`config.mk`:
```
export PLATFORM = sky130hd
export DESIGN_NAME = interrupt_dma_priority_arbiter
export DESIGN_NICKNAME = d
export VERILOG_FILES = /design/src/rtl/irq_arb_pkg.sv /design/src/rtl/prio_arbiter.sv /design/src/rtl/ext_edge_latch.sv /design/src/rtl/interrupt_dma_priority_arbiter.sv
export SDC_FILE = /design/constraint.sdc
export NUM_CORES = 1
export LEC_CHECK = 0
export BUFFER_PORTS_ARGS = -buffer_cell sky130_fd_sc_hd__buf_4
export CORE_MARGIN = 2
export CORE_UTILIZATION = 60
export DETAILED_ROUTE_END_ITERATION = 10
export PLACE_DENSITY = 0.81
export SYNTH_ARGS = -nofsm -noshare
export SYNTH_HDL_FRONTEND = slang
export SYNTH_SLANG_ARGS = --single-unit
export TNS_END_PERCENT = 1
```
`constraint.sdc`:
```
create_clock -name pclk -period 42.3 [get_ports pclk]
set_input_delay 4.23 -clock pclk [delete_from_list [all_inputs] [get_ports pclk]]
set_output_delay 4.23 -clock pclk [all_outputs]
set_load 0.05 [all_outputs]
```
`src/rtl/irq_arb_pkg.sv`:
```
// constants shared by the interrupt and dma priority arbiter
// assumes apb register access and a cpu that flags instruction boundaries
package irq_arb_pkg;
  localparam int NUM_EXT = 8;
  localparam int NUM_PER = 4;
  localparam int NUM_CH  = 12;
  // register byte offsets
  localparam logic [7:0] OFS_CTRL   = 8'h00;
  localparam logic [7:0] OFS_NEST   = 8'h04;
  localparam logic [7:0] OFS_EXTCFG = 8'h08;
  localparam logic [7:0] OFS_EXTPRI = 8'h0C;
  localparam logic [7:0] OFS_PERPRI = 8'h10;
  localparam logic [7:0] OFS_VECPTR = 8'h14;
  localparam logic [7:0] OFS_DMALEN = 8'h18;
  localparam logic [7:0] OFS_STATUS = 8'h1C;
  // control, external config and dma length register fields
  localparam int CTL_CPL_LSB = 0;
  localparam int CTL_MODE    = 3;
  localparam int CTL_IEN     = 4;
  localparam int CTL_TLMASK  = 5;
  localparam int CTL_TLSRC   = 6;
  localparam int CTL_TLEN    = 7;
  localparam int EXT_EN_LSB  = 0;
  localparam int EXT_RISE_LSB = 8;
  localparam int EXT_PEND_LSB = 16;
  localparam int DMA_RF_BIT  = 16;
  // reset values
  localparam logic [2:0]  CPL_RESET  = 3'h7;
  localparam logic [7:0]  NEST_RESET = 8'h00;
  localparam logic [7:0]  VPTR_RESET = 8'h00;
  // fixed vectors, high byte at the even address; register file dma length limit
  localparam logic [7:0]  VEC_RESET = 8'h00;
  localparam logic [7:0]  VEC_DIV0  = 8'h02;
  localparam logic [7:0]  VEC_TOP   = 8'h04;
  localparam logic [15:0] DMA_RF_MAX = 16'h00DE;
  // stack push selectors
  localparam logic [1:0] PUSH_PC_LO = 2'h0;
  localparam logic [1:0] PUSH_PC_HI = 2'h1;
  localparam logic [1:0] PUSH_FLAGS = 2'h2;
  typedef enum logic [2:0] {
    ST_IDLE    = 3'h0,
    ST_PUSH_LO = 3'h1,
    ST_PUSH_HI = 3'h3,
    ST_PUSH_FL = 3'h2,
    ST_LOAD    = 3'h6
  } entry_st_t;
endpackage

```
`src/rtl/prio_arbiter.sv`:
```
// fixed daisy-chain priority arbiter over all channels
// assumes three priority bits per channel, lower value wins
`timescale 1ns/10ps
`default_nettype none
module prio_arbiter (
  // requests and levels
  input  wire logic [irq_arb_pkg::NUM_CH-1:0]   req,
  input  wire logic [3*irq_arb_pkg::NUM_CH-1:0] prio,
  // winner
  output logic                                  found,
  output logic [3:0]                            idx,
  output logic [2:0]                            lvl
);
  // scanning downward with <= lets the lowest index win a tie
  always_comb
  begin
    found = 1'b0;
    idx   = 4'h0;
    lvl   = 3'h7;
    for (int i = irq_arb_pkg::NUM_CH - 1; i >= 0; i--)
    begin
      if (req[i] && (!found || prio[3*i +: 3] <= lvl))
      begin
        found = 1'b1;
        idx   = 4'(i);
        lvl   = prio[3*i +: 3];
      end
    end
  end
endmodule
`default_nettype wire

```
`src/rtl/ext_edge_latch.sv`:
```
// external interrupt pins: synchroniser, edge select, pending latch
// assumes asynchronous pins and a one-cycle clear mask
`timescale 1ns/10ps
`default_nettype none
module ext_edge_latch (
  // clock and reset
  input  wire logic                             pclk,
  input  wire logic                             presetn,
  // pins and control
  input  wire logic [irq_arb_pkg::NUM_EXT-1:0]  pin,
  input  wire logic [irq_arb_pkg::NUM_EXT-1:0]  rise_sel,
  input  wire logic [irq_arb_pkg::NUM_EXT-1:0]  clr,
  // latched requests
  output logic      [irq_arb_pkg::NUM_EXT-1:0]  pend
);
  logic [irq_arb_pkg::NUM_EXT-1:0] meta;
  logic [irq_arb_pkg::NUM_EXT-1:0] sync;
  logic [irq_arb_pkg::NUM_EXT-1:0] prev;

  genvar g;
  generate
    for (g = 0; g < irq_arb_pkg::NUM_EXT; g++)
    begin : ch
      always_ff @(posedge pclk or negedge presetn)
      begin
        if (!presetn)
        begin
          meta[g] <= 1'b0;
          sync[g] <= 1'b0;
          prev[g] <= 1'b0;
          pend[g] <= 1'b0;
        end
        else
        begin
          meta[g] <= pin[g];
          sync[g] <= meta[g];
          prev[g] <= sync[g];
          // a new edge wins over a clear in the same cycle
          if (rise_sel[g] ? (sync[g] && !prev[g]) : (!sync[g] && prev[g]))
            pend[g] <= 1'b1;
          else if (clr[g])
            pend[g] <= 1'b0;
        end
      end
    end
  endgenerate
endmodule
`default_nettype wire

```
`src/rtl/interrupt_dma_priority_arbiter.sv`:
```
// central interrupt and dma priority arbiter with apb registers
// assumes instr_end pulses at each instruction boundary, same clock
//
// Contract
// - an event suspends the program only when enabled and granted by priority
// - interrupt status is saved only after the current instruction completes
// - a granted dma request runs at the end of the current instruction
// - up to eight external channels, each with selectable trigger edge
// - top channel comes from the pseudo non-maskable pin or timer/watchdog
// - dma blocks up to 64k bytes; register file target at most 222
// - service routine addresses come from the first 256 program locations
// - fixed vectors: reset at 0, divide trap at 2, top level at 4
// - shared vector register: software upper bits, hardware lower bits
// - each vector register sits in its owner's register page
// - each channel has a 3-bit level, 0 highest and 7 lowest
// - a ninth level above all is reserved for the top source
// - equal levels are resolved by a fixed daisy chain
// - one level field serves irq and dma; dma wins a tie
// - a top level routine is never preempted in any mode; a divide trap still enters during it
// - the top source is configurable maskable or non-maskable
// - the current priority level resets to 7
// - an interrupt must beat the current level; dma may equal it
// - entry clears enable, pushes pc low, pc high, flags, loads pc
// - control bit 3 picks concurrent or nested; nested saves the level
//
// Added by the designer: the address map and register access over APB.
`timescale 1ns/10ps
`default_nettype none
module interrupt_dma_priority_arbiter (
  // clock and reset
  input  wire logic                             pclk,
  input  wire logic                             presetn,
  // apb slave
  input  wire logic                             psel,
  input  wire logic                             penable,
  input  wire logic                             pwrite,
  input  wire logic [7:0]                       paddr,
  input  wire logic [31:0]                      pwdata,
  output logic      [31:0]                      prdata,
  output logic                                  pready,
  output logic                                  pslverr,
  // external sources
  input  wire logic [irq_arb_pkg::NUM_EXT-1:0]  ext_pin,
  input  wire logic                             nmi_pin,
  input  wire logic                             timer_wdt_req,
  // on-chip peripherals
  input  wire logic [irq_arb_pkg::NUM_PER-1:0]  periph_irq_req,
  input  wire logic [irq_arb_pkg::NUM_PER-1:0]  periph_dma_req,
  input  wire logic [7:0]                       periph_vector,
  output logic      [irq_arb_pkg::NUM_PER-1:0]  periph_irq_ack,
  output logic      [irq_arb_pkg::NUM_PER-1:0]  periph_dma_ack,
  // cpu core
  input  wire logic                             instr_end,
  input  wire logic                             div_trap,
  input  wire logic                             iret,
  output logic                                  cpu_hold,
  output logic                                  stack_push,
  output logic      [1:0]                       push_sel,
  output logic                                  pc_load,
  output logic      [7:0]                       vector_addr
);
  ////////////////////////////////////////////////////////////////////////////
  logic [7:0]  central_irq_control_reg;
  logic [7:0]  nesting_level_stack_reg;
  logic [7:0]  ext_en;
  logic [7:0]  ext_rise;
  logic [23:0] ext_prio;
  logic [11:0] per_prio;
  logic [7:0]  vector_pointer_reg;
  logic [15:0] dma_len;
  logic        dma_to_rf;
  logic        top_pend;
  logic        top_busy;
  logic        div_pend;
  logic [2:0]  nmi_sync;
  irq_arb_pkg::entry_st_t state;

  logic [2:0]  current_priority_level;
  logic        arbitration_mode_select;
  logic        global_irq_enable;
  logic        top_level_maskable;
  logic        top_src_timer;
  logic        top_en;

  assign current_priority_level  = central_irq_control_reg[2:0];
  assign arbitration_mode_select = central_irq_control_reg[irq_arb_pkg::CTL_MODE];
  assign global_irq_enable       = central_irq_control_reg[irq_arb_pkg::CTL_IEN];
  assign top_level_maskable      = central_irq_control_reg[irq_arb_pkg::CTL_TLMASK];
  assign top_src_timer           = central_irq_control_reg[irq_arb_pkg::CTL_TLSRC];
  assign top_en                  = central_irq_control_reg[irq_arb_pkg::CTL_TLEN];

  ////////////////////////////////////////////////////////////////////////////
  // apb decode: zero wait states, read data captured in the setup cycle, writes in the access cycle
  logic wr_en;
  logic setup;
  logic hit;

  assign pready = 1'b1;
  assign setup  = psel && !penable;
  assign wr_en  = psel && penable && pwrite;

  always_comb
  begin
    case (paddr)
      irq_arb_pkg::OFS_CTRL,
      irq_arb_pkg::OFS_NEST,
      irq_arb_pkg::OFS_EXTCFG,
      irq_arb_pkg::OFS_EXTPRI,
      irq_arb_pkg::OFS_PERPRI,
      irq_arb_pkg::OFS_VECPTR,
      irq_arb_pkg::OFS_DMALEN,
      irq_arb_pkg::OFS_STATUS: hit = 1'b1;
      default:                 hit = 1'b0;
    endcase
  end

  ////////////////////////////////////////////////////////////////////////////
  // external channels and top source
  logic [7:0] ext_pend;
  logic [7:0] ext_clr;
  logic [7:0] ack_ext;
  logic       dma_fault;

  assign ext_clr = ack_ext |
    ((wr_en && paddr == irq_arb_pkg::OFS_EXTCFG) ? pwdata[23:16] : 8'h00);

  ext_edge_latch u_ext (
    .pclk     (pclk),
    .presetn  (presetn),
    .pin      (ext_pin),
    .rise_sel (ext_rise),
    .clr      (ext_clr),
    .pend     (ext_pend)
  );

  always_ff @(posedge pclk or negedge presetn)
  begin
    if (!presetn)
      nmi_sync <= 3'h0;
    else
      nmi_sync <= {nmi_sync[1:0], nmi_pin};
  end

  logic top_event;
  assign top_event = top_src_timer ? timer_wdt_req
                                   : (nmi_sync[1] && !nmi_sync[2]);

  // register file dma targets are limited in block length
  assign dma_fault = dma_to_rf && (dma_len > irq_arb_pkg::DMA_RF_MAX);

  ////////////////////////////////////////////////////////////////////////////
  // arbitration across interrupt and dma requests
  logic [11:0] irq_req;
  logic [11:0] dma_req;
  logic [35:0] all_prio;
  logic        irq_found;
  logic        dma_found;
  logic [3:0]  irq_idx;
  logic [3:0]  dma_idx;
  logic [2:0]  irq_lvl;
  logic [2:0]  dma_lvl;

  assign all_prio = {per_prio, ext_prio};
  // peripherals present one kind of request per event
  assign irq_req = {periph_irq_req, ext_pend & ext_en};
  assign dma_req = {periph_dma_req & {4{!dma_fault}}, 8'h00};

  prio_arbiter u_irq_arb (
    .req   (irq_req),
    .prio  (all_prio),
    .found (irq_found),
    .idx   (irq_idx),
    .lvl   (irq_lvl)
  );

  prio_arbiter u_dma_arb (
    .req   (dma_req),
    .prio  (all_prio),
    .found (dma_found),
    .idx   (dma_idx),
    .lvl   (dma_lvl)
  );

  logic boundary;
  logic top_ok;
  logic pick_dma;
  logic go_div;
  logic go_top;
  logic go_dma;
  logic go_irq;

  assign boundary = instr_end && state == irq_arb_pkg::ST_IDLE;
  // top level sits above all eight levels; maskable only when configured
  assign top_ok   = top_pend && !top_busy &&
                    (!top_level_maskable || (global_irq_enable && top_en));
  assign pick_dma = dma_found && (!irq_found || dma_lvl <= irq_lvl);
  assign go_div   = boundary && div_pend;
  assign go_top   = boundary && !div_pend && top_ok;
  // a routine at top level blocks irq and dma until it returns; a divide trap still enters
  assign go_dma   = boundary && !div_pend && !top_ok && !top_busy && pick_dma &&
                    dma_lvl <= current_priority_level;
  assign go_irq   = boundary && !div_pend && !top_ok && !top_busy && !pick_dma &&
                    irq_found && global_irq_enable &&
                    irq_lvl < current_priority_level;

  ////////////////////////////////////////////////////////////////////////////
  // acknowledge pulses
  genvar g;
  generate
    for (g = 0; g < irq_arb_pkg::NUM_EXT; g++)
    begin : ext_ack
      assign ack_ext[g] = go_irq && irq_idx == 4'(g);
    end
    for (g = 0; g < irq_arb_pkg::NUM_PER; g++)
    begin : per_ack
      always_ff @(posedge pclk or negedge presetn)
      begin
        if (!presetn)
        begin
          periph_irq_ack[g] <= 1'b0;
          periph_dma_ack[g] <= 1'b0;
        end
        else
        begin
          periph_irq_ack[g] <= go_irq && irq_idx == 4'(g + irq_arb_pkg::NUM_EXT);
          periph_dma_ack[g] <= go_dma && dma_idx == 4'(g + irq_arb_pkg::NUM_EXT);
        end
      end
    end
  endgenerate

  ////////////////////////////////////////////////////////////////////////////
  // entry sequence
  always_ff @(posedge pclk or negedge presetn)
  begin
    if (!presetn)
      state <= irq_arb_pkg::ST_IDLE;
    else
    begin
      case (state)
        irq_arb_pkg::ST_IDLE:
          if (go_irq || go_top || go_div)
            state <= irq_arb_pkg::ST_PUSH_LO;
        irq_arb_pkg::ST_PUSH_LO: state <= irq_arb_pkg::ST_PUSH_HI;
        irq_arb_pkg::ST_PUSH_HI: state <= irq_arb_pkg::ST_PUSH_FL;
        irq_arb_pkg::ST_PUSH_FL: state <= irq_arb_pkg::ST_LOAD;
        irq_arb_pkg::ST_LOAD:    state <= irq_arb_pkg::ST_IDLE;
        default:                 state <= irq_arb_pkg::ST_IDLE;
      endcase
    end
  end

  assign cpu_hold   = state != irq_arb_pkg::ST_IDLE;
  assign stack_push = state == irq_arb_pkg::ST_PUSH_LO ||
                      state == irq_arb_pkg::ST_PUSH_HI ||
                      state == irq_arb_pkg::ST_PUSH_FL;
  assign pc_load    = state == irq_arb_pkg::ST_LOAD;

  always_comb
  begin
    case (state)
      irq_arb_pkg::ST_PUSH_HI: push_sel = irq_arb_pkg::PUSH_PC_HI;
      irq_arb_pkg::ST_PUSH_FL: push_sel = irq_arb_pkg::PUSH_FLAGS;
      default:                 push_sel = irq_arb_pkg::PUSH_PC_LO;
    endcase
  end

  // vector table lives in the first 256 program bytes
  always_ff @(posedge pclk or negedge presetn)
  begin
    if (!presetn)
      vector_addr <= irq_arb_pkg::VEC_RESET;
    else if (go_div)
      vector_addr <= irq_arb_pkg::VEC_DIV0;
    else if (go_top)
      vector_addr <= irq_arb_pkg::VEC_TOP;
    else if (go_irq && irq_idx >= 4'(irq_arb_pkg::NUM_EXT))
      vector_addr <= periph_vector;
    else if (go_irq)
      vector_addr <= {vector_pointer_reg[7:4], irq_idx[2:0], 1'b0};
  end

  ////////////////////////////////////////////////////////////////////////////
  // pending top, trap and top-in-service flags; a set wins over a clear
  always_ff @(posedge pclk or negedge presetn)
  begin
    if (!presetn)
    begin
      top_pend <= 1'b0;
      div_pend <= 1'b0;
      top_busy <= 1'b0;
    end
    else
    begin
      if (top_event)
        top_pend <= 1'b1;
      else if (go_top)
        top_pend <= 1'b0;
      if (div_trap)
        div_pend <= 1'b1;
      else if (go_div)
        div_pend <= 1'b0;
      if (go_top)
        top_busy <= 1'b1;
      else if (iret)
        top_busy <= 1'b0;
    end
  end

  ////////////////////////////////////////////////////////////////////////////
  // control and nesting registers: hardware updates follow software writes
  logic       nest_any;
  logic [2:0] nest_low;

  always_comb
  begin
    nest_any = 1'b0;
    nest_low = 3'h7;
    for (int i = 7; i >= 0; i--)
    begin
      if (nesting_level_stack_reg[i])
      begin
        nest_any = 1'b1;
        nest_low = 3'(i);
      end
    end
  end

  always_ff @(posedge pclk or negedge presetn)
  begin
    if (!presetn)
    begin
      central_irq_control_reg <= {5'h00, irq_arb_pkg::CPL_RESET};
      nesting_level_stack_reg <= irq_arb_pkg::NEST_RESET;
    end
    else
    begin
      if (wr_en && paddr == irq_arb_pkg::OFS_CTRL)
        central_irq_control_reg <= pwdata[7:0];
      if (wr_en && paddr == irq_arb_pkg::OFS_NEST)
        nesting_level_stack_reg <= pwdata[7:0];
      if (go_irq || go_top || go_div)
        central_irq_control_reg[irq_arb_pkg::CTL_IEN] <= 1'b0;
      if (go_irq && arbitration_mode_select)
      begin
        nesting_level_stack_reg[current_priority_level] <= 1'b1;
        central_irq_control_reg[2:0] <= irq_lvl;
      end
      else if (iret)
      begin
        central_irq_control_reg[irq_arb_pkg::CTL_IEN] <= 1'b1;
        if (arbitration_mode_select && nest_any && !top_busy)
        begin
          central_irq_control_reg[2:0] <= nest_low;
          nesting_level_stack_reg[nest_low] <= 1'b0;
        end
      end
    end
  end

  // remaining configuration registers
  always_ff @(posedge pclk or negedge presetn)
  begin
    if (!presetn)
    begin
      ext_en             <= 8'h00;
      ext_rise           <= 8'h00;
      ext_prio           <= 24'hFFFFFF;
      per_prio           <= 12'hFFF;
      vector_pointer_reg <= irq_arb_pkg::VPTR_RESET;
      dma_len            <= 16'h0000;
      dma_to_rf          <= 1'b0;
    end
    else if (wr_en)
    begin
      case (paddr)
        irq_arb_pkg::OFS_EXTCFG:
        begin
          ext_en   <= pwdata[7:0];
          ext_rise <= pwdata[15:8];
        end
        irq_arb_pkg::OFS_EXTPRI: ext_prio <= pwdata[23:0];
        irq_arb_pkg::OFS_PERPRI: per_prio <= pwdata[11:0];
        irq_arb_pkg::OFS_VECPTR: vector_pointer_reg <= {pwdata[7:4], 4'h0};
        irq_arb_pkg::OFS_DMALEN:
        begin
          dma_len   <= pwdata[15:0];
          dma_to_rf <= pwdata[irq_arb_pkg::DMA_RF_BIT];
        end
        default: ;
      endcase
    end
  end

  ////////////////////////////////////////////////////////////////////////////
  // read data and error captured in the setup cycle
  logic [31:0] rd_mux;

  always_comb
  begin
    case (paddr)
      irq_arb_pkg::OFS_CTRL:   rd_mux = {24'h000000, central_irq_control_reg};
      irq_arb_pkg::OFS_NEST:   rd_mux = {24'h000000, nesting_level_stack_reg};
      irq_arb_pkg::OFS_EXTCFG: rd_mux = {8'h00, ext_pend, ext_rise, ext_en};
      irq_arb_pkg::OFS_EXTPRI: rd_mux = {8'h00, ext_prio};
      irq_arb_pkg::OFS_PERPRI: rd_mux = {20'h00000, per_prio};
      irq_arb_pkg::OFS_VECPTR: rd_mux = {24'h000000, vector_pointer_reg};
      irq_arb_pkg::OFS_DMALEN: rd_mux = {15'h0000, dma_to_rf, dma_len};
      irq_arb_pkg::OFS_STATUS: rd_mux = {14'h0000, div_pend, top_pend, 3'h0, state,
                                         dma_fault, top_busy, vector_addr};
      default:                 rd_mux = 32'h00000000;
    endcase
  end

  always_ff @(posedge pclk or negedge presetn)
  begin
    if (!presetn)
    begin
      prdata  <= 32'h00000000;
      pslverr <= 1'b0;
    end
    else if (setup)
    begin
      prdata  <= rd_mux;
      pslverr <= !hit;
    end
  end
endmodule
`default_nettype wire

```
Word level (Yosys, flattened, before mapping)
Memory sizes are Yosys's and may differ from the RTL's.
Index checks and enable logic that the tools add are counted.

cells by class
  order comparisons = 23
  mux-type cells = 119
  eq/ne operators = 27
  reduce and logical (&&, ||, !) cells = 158
  bitwise operators = 6

operators by type and width
  cell                                                                               number
  24-bit case mux with 8 select lines                                                1
  1-bit logical AND                                                                  76
  3-bit 2-to-1 mux                                                                   24
  8-bit 2-to-1 mux                                                                   9
  4-bit 2-to-1 mux                                                                   16
  1-bit 2-to-1 mux                                                                   62
  3-bit less-or-equal comparator                                                     16
  1-bit logical NOT                                                                  40
  4-bit == test (second input constant)                                              8
  8-bit by 5-bit == test with 1-bit output (second input constant)                   4
  2-bit nonzero test                                                                 11
  1-bit logical OR                                                                   20
  8-bit AND                                                                          2
  4-bit by 3-bit == test with 1-bit output (second input constant)                   4
  8-bit by 4-bit == test with 1-bit output (second input constant)                   2
  16-bit by 8-bit greater-than comparator with 1-bit output (second input constant)  1
  8-bit bitwise OR                                                                   2
  3-bit case mux with 4 select lines                                                 1
  2-bit AND reduction                                                                5
  4-bit by 2-bit == test with 1-bit output (second input constant)                   2
  8-bit by 3-bit == test with 1-bit output (second input constant)                   1
  8-bit logical NOT                                                                  1
  3-bit by 4-bit less-than comparator with 1-bit output (second input constant)      2
  8-bit inverter                                                                     1
  17 further kinds                                                                   22

storage, ports and cells
  input port bits = 74
  memories = 1
  memory bits (read-only) = 32
  logic and storage cells = 392
  output and inout port bits = 55
  register bits = 179

memories
  memory            depth  width  read ports  clocked after Yosys merged registers in  write ports  RTL line                               source
  (name not given)  32     1      1           0                                        0            interrupt_dma_priority_arbiter.sv:104  case (paddr)

Logic depth before layout (Yosys ltp)
  depth in word-level cells = 58
  mapped depth = 88
  depth with buffers taken out = 83

Cells and area by module
A second synthesis with hierarchy kept.

unflattened totals
  cell total of the unflattened synthesis = 1159
  area total of the unflattened synthesis = 11529.8 µm²

modules (own cells, without submodules)
  module                          seq. area each (µm²)  area an instance (µm²)  times used  cells an instance
  interrupt_dma_priority_arbiter  3527.1                7069.3                  1           628
  prio_arbiter (u_dma_arb)        0.0                   1739.2                  1           233
  prio_arbiter (u_irq_arb)        0.0                   1720.4                  1           234
  ext_edge_latch                  800.8                 1001.0                  1           64

Worst setup path before layout
Ideal clock, no wire load.

  path type = input to register
  start point = input periph_irq_req[3] (netlist bit)
  end point = register u_ext.pend[1] (netlist bit)
  path buffers = 4
  library setup time = 0.126 ns
  required time = 42.174 ns
  slack = 22.653 ns
  stages on the path = 81
  arrival = 19.521 ns
  cell sequence = buf_6 > nor2b_1 > ha_1 > and3b_1 > o211ai_1 > and2_1 > o22ai_1 > ha_1 > nor2b_1 > nor3_1 > o21a_1 > and2_1 > nor2_1 > ha_1 > nand2_1 > o21a_1 > o31ai_1 > o311ai_1 > [45 not listed] > o21ai_0 > o21ai_2 > mux2_2 > ha_1 > nor2b_1 > o21a_1 > o21ai_0 > o21ai_1 > nand3_1 > o221ai_1 > inv_1 > ha_1 > a211oi_1 > and3_1 > o2111ai_2 > nor3_1 > and4_1 > a21oi_1

between the ends
  word-level cells in the longest chain between the ends = 56
  elaborated cells on any way between the ends = 94
  those cells by class = order compare: 13; eq/ne: 1; mux: 36; bitwise: 1; reduce/logical: 43

ends and longest elaborated chain
  item                                                                        RTL line                               source
  start, declared                                                             interrupt_dma_priority_arbiter.sv:47   input wire logic [irq_arb_pkg::NUM_PER-1:0] periph_irq_req,
  3-bit 2-to-1 mux / 1-bit 2-to-1 mux (equally long branches)                 prio_arbiter.sv:22                     if (req[i] && (!found || prio[3*i +: 3] <= lvl))
  3-bit less-or-equal comparator / 1-bit logical NOT (equally long branches)  prio_arbiter.sv:22
  1-bit logical OR                                                            prio_arbiter.sv:22
  1-bit logical AND                                                           prio_arbiter.sv:22
  3-bit 2-to-1 mux / 1-bit 2-to-1 mux (equally long branches)                 prio_arbiter.sv:22
  3-bit less-or-equal comparator / 1-bit logical NOT (equally long branches)  prio_arbiter.sv:22
  1-bit logical OR                                                            prio_arbiter.sv:22
  1-bit logical AND                                                           prio_arbiter.sv:22
  [38 not listed]                                                             -
  1-bit logical OR                                                            interrupt_dma_priority_arbiter.sv:196  assign pick_dma = dma_found && (!irq_found || dma_lvl <= irq_lvl);
  1-bit logical AND                                                           interrupt_dma_priority_arbiter.sv:196
  1-bit logical NOT                                                           interrupt_dma_priority_arbiter.sv:202  assign go_irq = boundary && !div_pend && !top_ok && !top_busy && !pick_dma &&
  1-bit logical AND (2 in a row)                                              interrupt_dma_priority_arbiter.sv:202
  1-bit logical AND (2 in a row)                                              interrupt_dma_priority_arbiter.sv:203  irq_found && global_irq_enable &&
  1-bit logical AND *                                                         interrupt_dma_priority_arbiter.sv:212  assign ack_ext[g] = go_irq && irq_idx == 4'(g);
  8-bit bitwise OR *                                                          interrupt_dma_priority_arbiter.sv:124  assign ext_clr = ack_ext |
  2-bit nonzero test (no source line) *                                       -
  end signal, assigned by index                                               ext_edge_latch.sv:31                   pend[g] <= 1'b0;
  end signal, assigned by index                                               ext_edge_latch.sv:40                   pend[g] <= 1'b1;
  end signal, assigned by index                                               ext_edge_latch.sv:42                   pend[g] <= 1'b0;
  end, declared                                                               ext_edge_latch.sv:14                   output logic [irq_arb_pkg::NUM_EXT-1:0] pend

Every way passes the cells marked *; elsewhere a longest branch is shown, timed or not.
A chain may end at the register's enable or synchronous reset.

Final worst setup path
  start point = input periph_irq_req[3] (netlist bit)
  end point = register central_irq_control_reg[0]

between the ends
  word-level cells in the longest chain between the ends = 55
  elaborated cells on any way between the ends = 80
  those cells by class = order compare: 13; mux: 25; reduce/logical: 42

ends and longest elaborated chain
  item                                                                        RTL line                               source
  3-bit 2-to-1 mux / 1-bit 2-to-1 mux (equally long branches)                 prio_arbiter.sv:22
  3-bit less-or-equal comparator / 1-bit logical NOT (equally long branches)  prio_arbiter.sv:22
  1-bit logical OR                                                            prio_arbiter.sv:22
  1-bit logical AND                                                           prio_arbiter.sv:22
  3-bit 2-to-1 mux / 1-bit 2-to-1 mux (equally long branches)                 prio_arbiter.sv:22
  3-bit less-or-equal comparator / 1-bit logical NOT (equally long branches)  prio_arbiter.sv:22
  1-bit logical OR                                                            prio_arbiter.sv:22
  1-bit logical AND                                                           prio_arbiter.sv:22
  [37 not listed]                                                             -
  3-bit less-or-equal comparator / 1-bit logical NOT (equally long branches)  interrupt_dma_priority_arbiter.sv:196
  1-bit logical OR                                                            interrupt_dma_priority_arbiter.sv:196
  1-bit logical AND                                                           interrupt_dma_priority_arbiter.sv:196
  1-bit logical NOT                                                           interrupt_dma_priority_arbiter.sv:202
  1-bit logical AND (2 in a row)                                              interrupt_dma_priority_arbiter.sv:202
  1-bit logical AND (2 in a row)                                              interrupt_dma_priority_arbiter.sv:203
  1-bit logical AND                                                           interrupt_dma_priority_arbiter.sv:344  if (go_irq && arbitration_mode_select)
  3-bit 2-to-1 mux *                                                          interrupt_dma_priority_arbiter.sv:344
  end signal, assigned                                                        interrupt_dma_priority_arbiter.sv:339  central_irq_control_reg <= pwdata[7:0];
  end signal, assigned                                                        interrupt_dma_priority_arbiter.sv:347  central_irq_control_reg[2:0] <= irq_lvl;
  end signal, assigned                                                        interrupt_dma_priority_arbiter.sv:354  central_irq_control_reg[2:0] <= nest_low;
  end, declared                                                               interrupt_dma_priority_arbiter.sv:63   logic [7:0] central_irq_control_reg;

Marks and branches as above.

==> reports/results.ini <==
[status]
status=finished, final reports clean

[global_route]
grt_pass1_wl_um=45900
grt_antenna_before_repair=0
grt_pass1_vias=8191
grt_max_degree=104
groute.usage.overall=0.337
grt_overflow=0

[floorplanning]
row_count=47
die-area_sq_um=17900
initial_core_util=0.610
core_sq_um=16500
die_h_um=134
ios=129
die_w_um=134

[sta]
clock.fmax_mhz=43.9
clock_skew_ns=0.0129
hold_viol_final=0
tightest_slew_ns=1.00
fin_ws_ns=19.52
fin_tns_setup_ns=0
relSlewSlack=0.331
final_max_slew_viol_count=0
layout_worst_path_cycle_share=0.538
rsz0062_at_grt=false
setup_viol=0
min_period_ns=22.78
holdWs_ns=0.352

[yosys]
synth_top_cell_area_share=0.328
yosys_most_used_dff=dfrtp_1
synth.most_common_cell=dfrtp_1
synthesis.area_sq_um=10100
synth_common_cells=dfrtp_1 (132), nand2_1 (116), mux2_2 (76), o21ai_0 (71), nor2_1 (61)
syn-instance-count=1015
synth_edf_count=0
synth_area_leader_cell=dfrtp_1
yosys_warnings=0
async_flop_share=1.00
seq_area_frac_synth=0.429
synthTopCellsByArea=dfrtp_1 (33%), dfstp_2 (10%), mux2_2 (8.5%), ha_1 (6.2%), nand2_1 (4.3%)
synth-seq-cells=171
synthesis.area_per_instance_sq_um=9.93
synth_cell_types=82

[pwr]
p_per_area_nw_per_um2=37.1
ir_drop_mv=0.0343
power.total_w=0.000430
leakage_nw=5.38

[layout]
antenna_cells=0
final_area_sq_um=11600
nets=1233
area_delta_synth_final_pct=14.9
largestRegisters=ext_prio (24), prdata (24), dma_len (16)
layout-drive-gt1-share=0.263

[worst_setup_path]
path_class=in -> reg
reg2regPathDepth=76
cpMostUsedCell=ha_1
arrival_ns=23.14
crit_fanout=23
end_kind=flip-flop
cp_slowest_stage_delay_ns=0.65
crit_required_ns=42.67
slowest_stage=o31ai_1
startpoint_type=input pin

[route]
initialDrtViolationCount=883
met3_length_um=2280
via_count=8679
drc=0
wirelength_um=29000
dr.pass1.iters=5
highest_layer=met4
wl_met2_um=13600
ant_nets=0
viasPerCell=6.47
wl_per_cell_um=21.6
m1WireLength_um=12300

[clock_tree]
cts_setup_buffers=0
clkSinkCount=171
cts_buffers=17
cts_hold_buf=0
htreeDepth=4
clk_path_buf_depth=2
post_cts_resized=0
clockRootBuffer=clkbuf_16
path_clk_slew_ns=0.07
tritoncts=yes
clock_latency_ns=0.45

[place]
dp_slack_ns=19.28
placed_area_sq_um=11000
port_buffers=111
place.gp.congestion=1.05
dp_hpwl_um=21700

[run]
maxCapViolCount=0

[worst_hold_path]
hold_class=reg -> reg
whs_path_depth=0

[per-layer routing]
layer  global-route usage  up-vias
li1                     -     3932
met1                0.473     4257
met2                0.537      414
met3               0.0575       76
met4                0.108        0
met5                    0        -
[cell type report]
type	count	area, sq um
clock inverter	14	130
multi-input combinational	751	5340
fill	1245	4950
clock buffer	18	429
sequential	171	4330
tap	220	275
timing repair buffer	118	890
inverter	50	188
[path summary, 6_finish.rpt]
check	startpoint	endpoint	slack (ns)
worst max-delay path	periph_irq_req[3]	central_irq_control_reg[0]$_DFF_PN1_	19.52
worst min-delay path	u_ext.meta[5]$_DFF_PN0_	u_ext.sync[5]$_DFF_PN0_	0.35
worst max register to register	per_prio[11]$_DFFE_PN1P_	central_irq_control_reg[0]$_DFF_PN1_	22.92
worst min register to register	u_ext.meta[5]$_DFF_PN0_	u_ext.sync[5]$_DFF_PN0_	0.35
max in group asynchronous	presetn	u_ext.pend[7]$_DFFE_PN0P_	36.98
min in group asynchronous	presetn	nesting_level_stack_reg[7]$_DFF_PN0_	3.89
[per-stage QoR]
stage,std cells,util
6_report,1342,0.701
5_1_grt,1342,0.701
4_1_cts,1342,0.701
3_5_place_dp,1310,0.667
3_3_place_gp,1310,0.667
2_1_floorplan,1022,-
[logic make-up after synthesis]
family | synth area share
AO/OA/AOI/OAI | 0.181
adder cells (fa/ha/maj) | 0.0621
buffers and inverters | 0.0448
flip-flops | 0.429
multiplexers | 0.120
other | 0.000745
AND/OR/NAND/NOR | 0.162
[cell usage in the layout (no fill, tap or decap), types with 9 or more instances in the layout]
| cell | Yosys | layout |
|---|---|---|
| nor2_1 | 61 | 61 |
| a22oi_1 | 14 | 14 |
| a21oi_1 | 37 | 37 |
| nand3_1 | 21 | 21 |
| a211oi_1 | 9 | 9 |
| o211ai_1 | 9 | 9 |
| o21a_1 | 9 | 9 |
| a221oi_1 | 15 | 15 |
| and2_1 | 9 | 9 |
| inv_1 | 49 | 49 |
| conb_1 | 2 | 9 |
| clkbuf_16 | 0 | 17 |
| mux2_2 | 76 | 76 |
| a21o_1 | 9 | 9 |
| nor3_1 | 18 | 18 |
| nand2b_1 | 12 | 12 |
| ha_1 | 50 | 50 |
| o21ai_0 | 71 | 71 |
| nor3b_1 | 10 | 10 |
| dfstp_2 | 39 | 39 |
| dfrtp_1 | 132 | 132 |
| a31oi_1 | 20 | 20 |
| nor2b_1 | 16 | 16 |
| nand2_1 | 116 | 116 |
| mux2i_1 | 26 | 26 |
| and3_1 | 12 | 12 |
| o22ai_1 | 10 | 10 |
| buf_4 | 10 | 117 |
[report_power, final]
part | internal [W] | switching [W]
Combinational | 0.0000346 | 0.0000604
Clock | 0.0000778 | 0.0000721
Sequential | 0.000173 | 0.0000119
Total | 0.000285 | 0.000144
[worst max-delay path: cells and delay by family]
kind | cells | cell delay (ns)
muxes | 3 | 1.11
adders and majority gates | 12 | 3.42
buffers and inverters | 5 | 0.56
and+or+nand+nor | 21 | 4.24
AOI/OAI and AO/OA | 36 | 9.57
(Power assumes the default switching activity.)
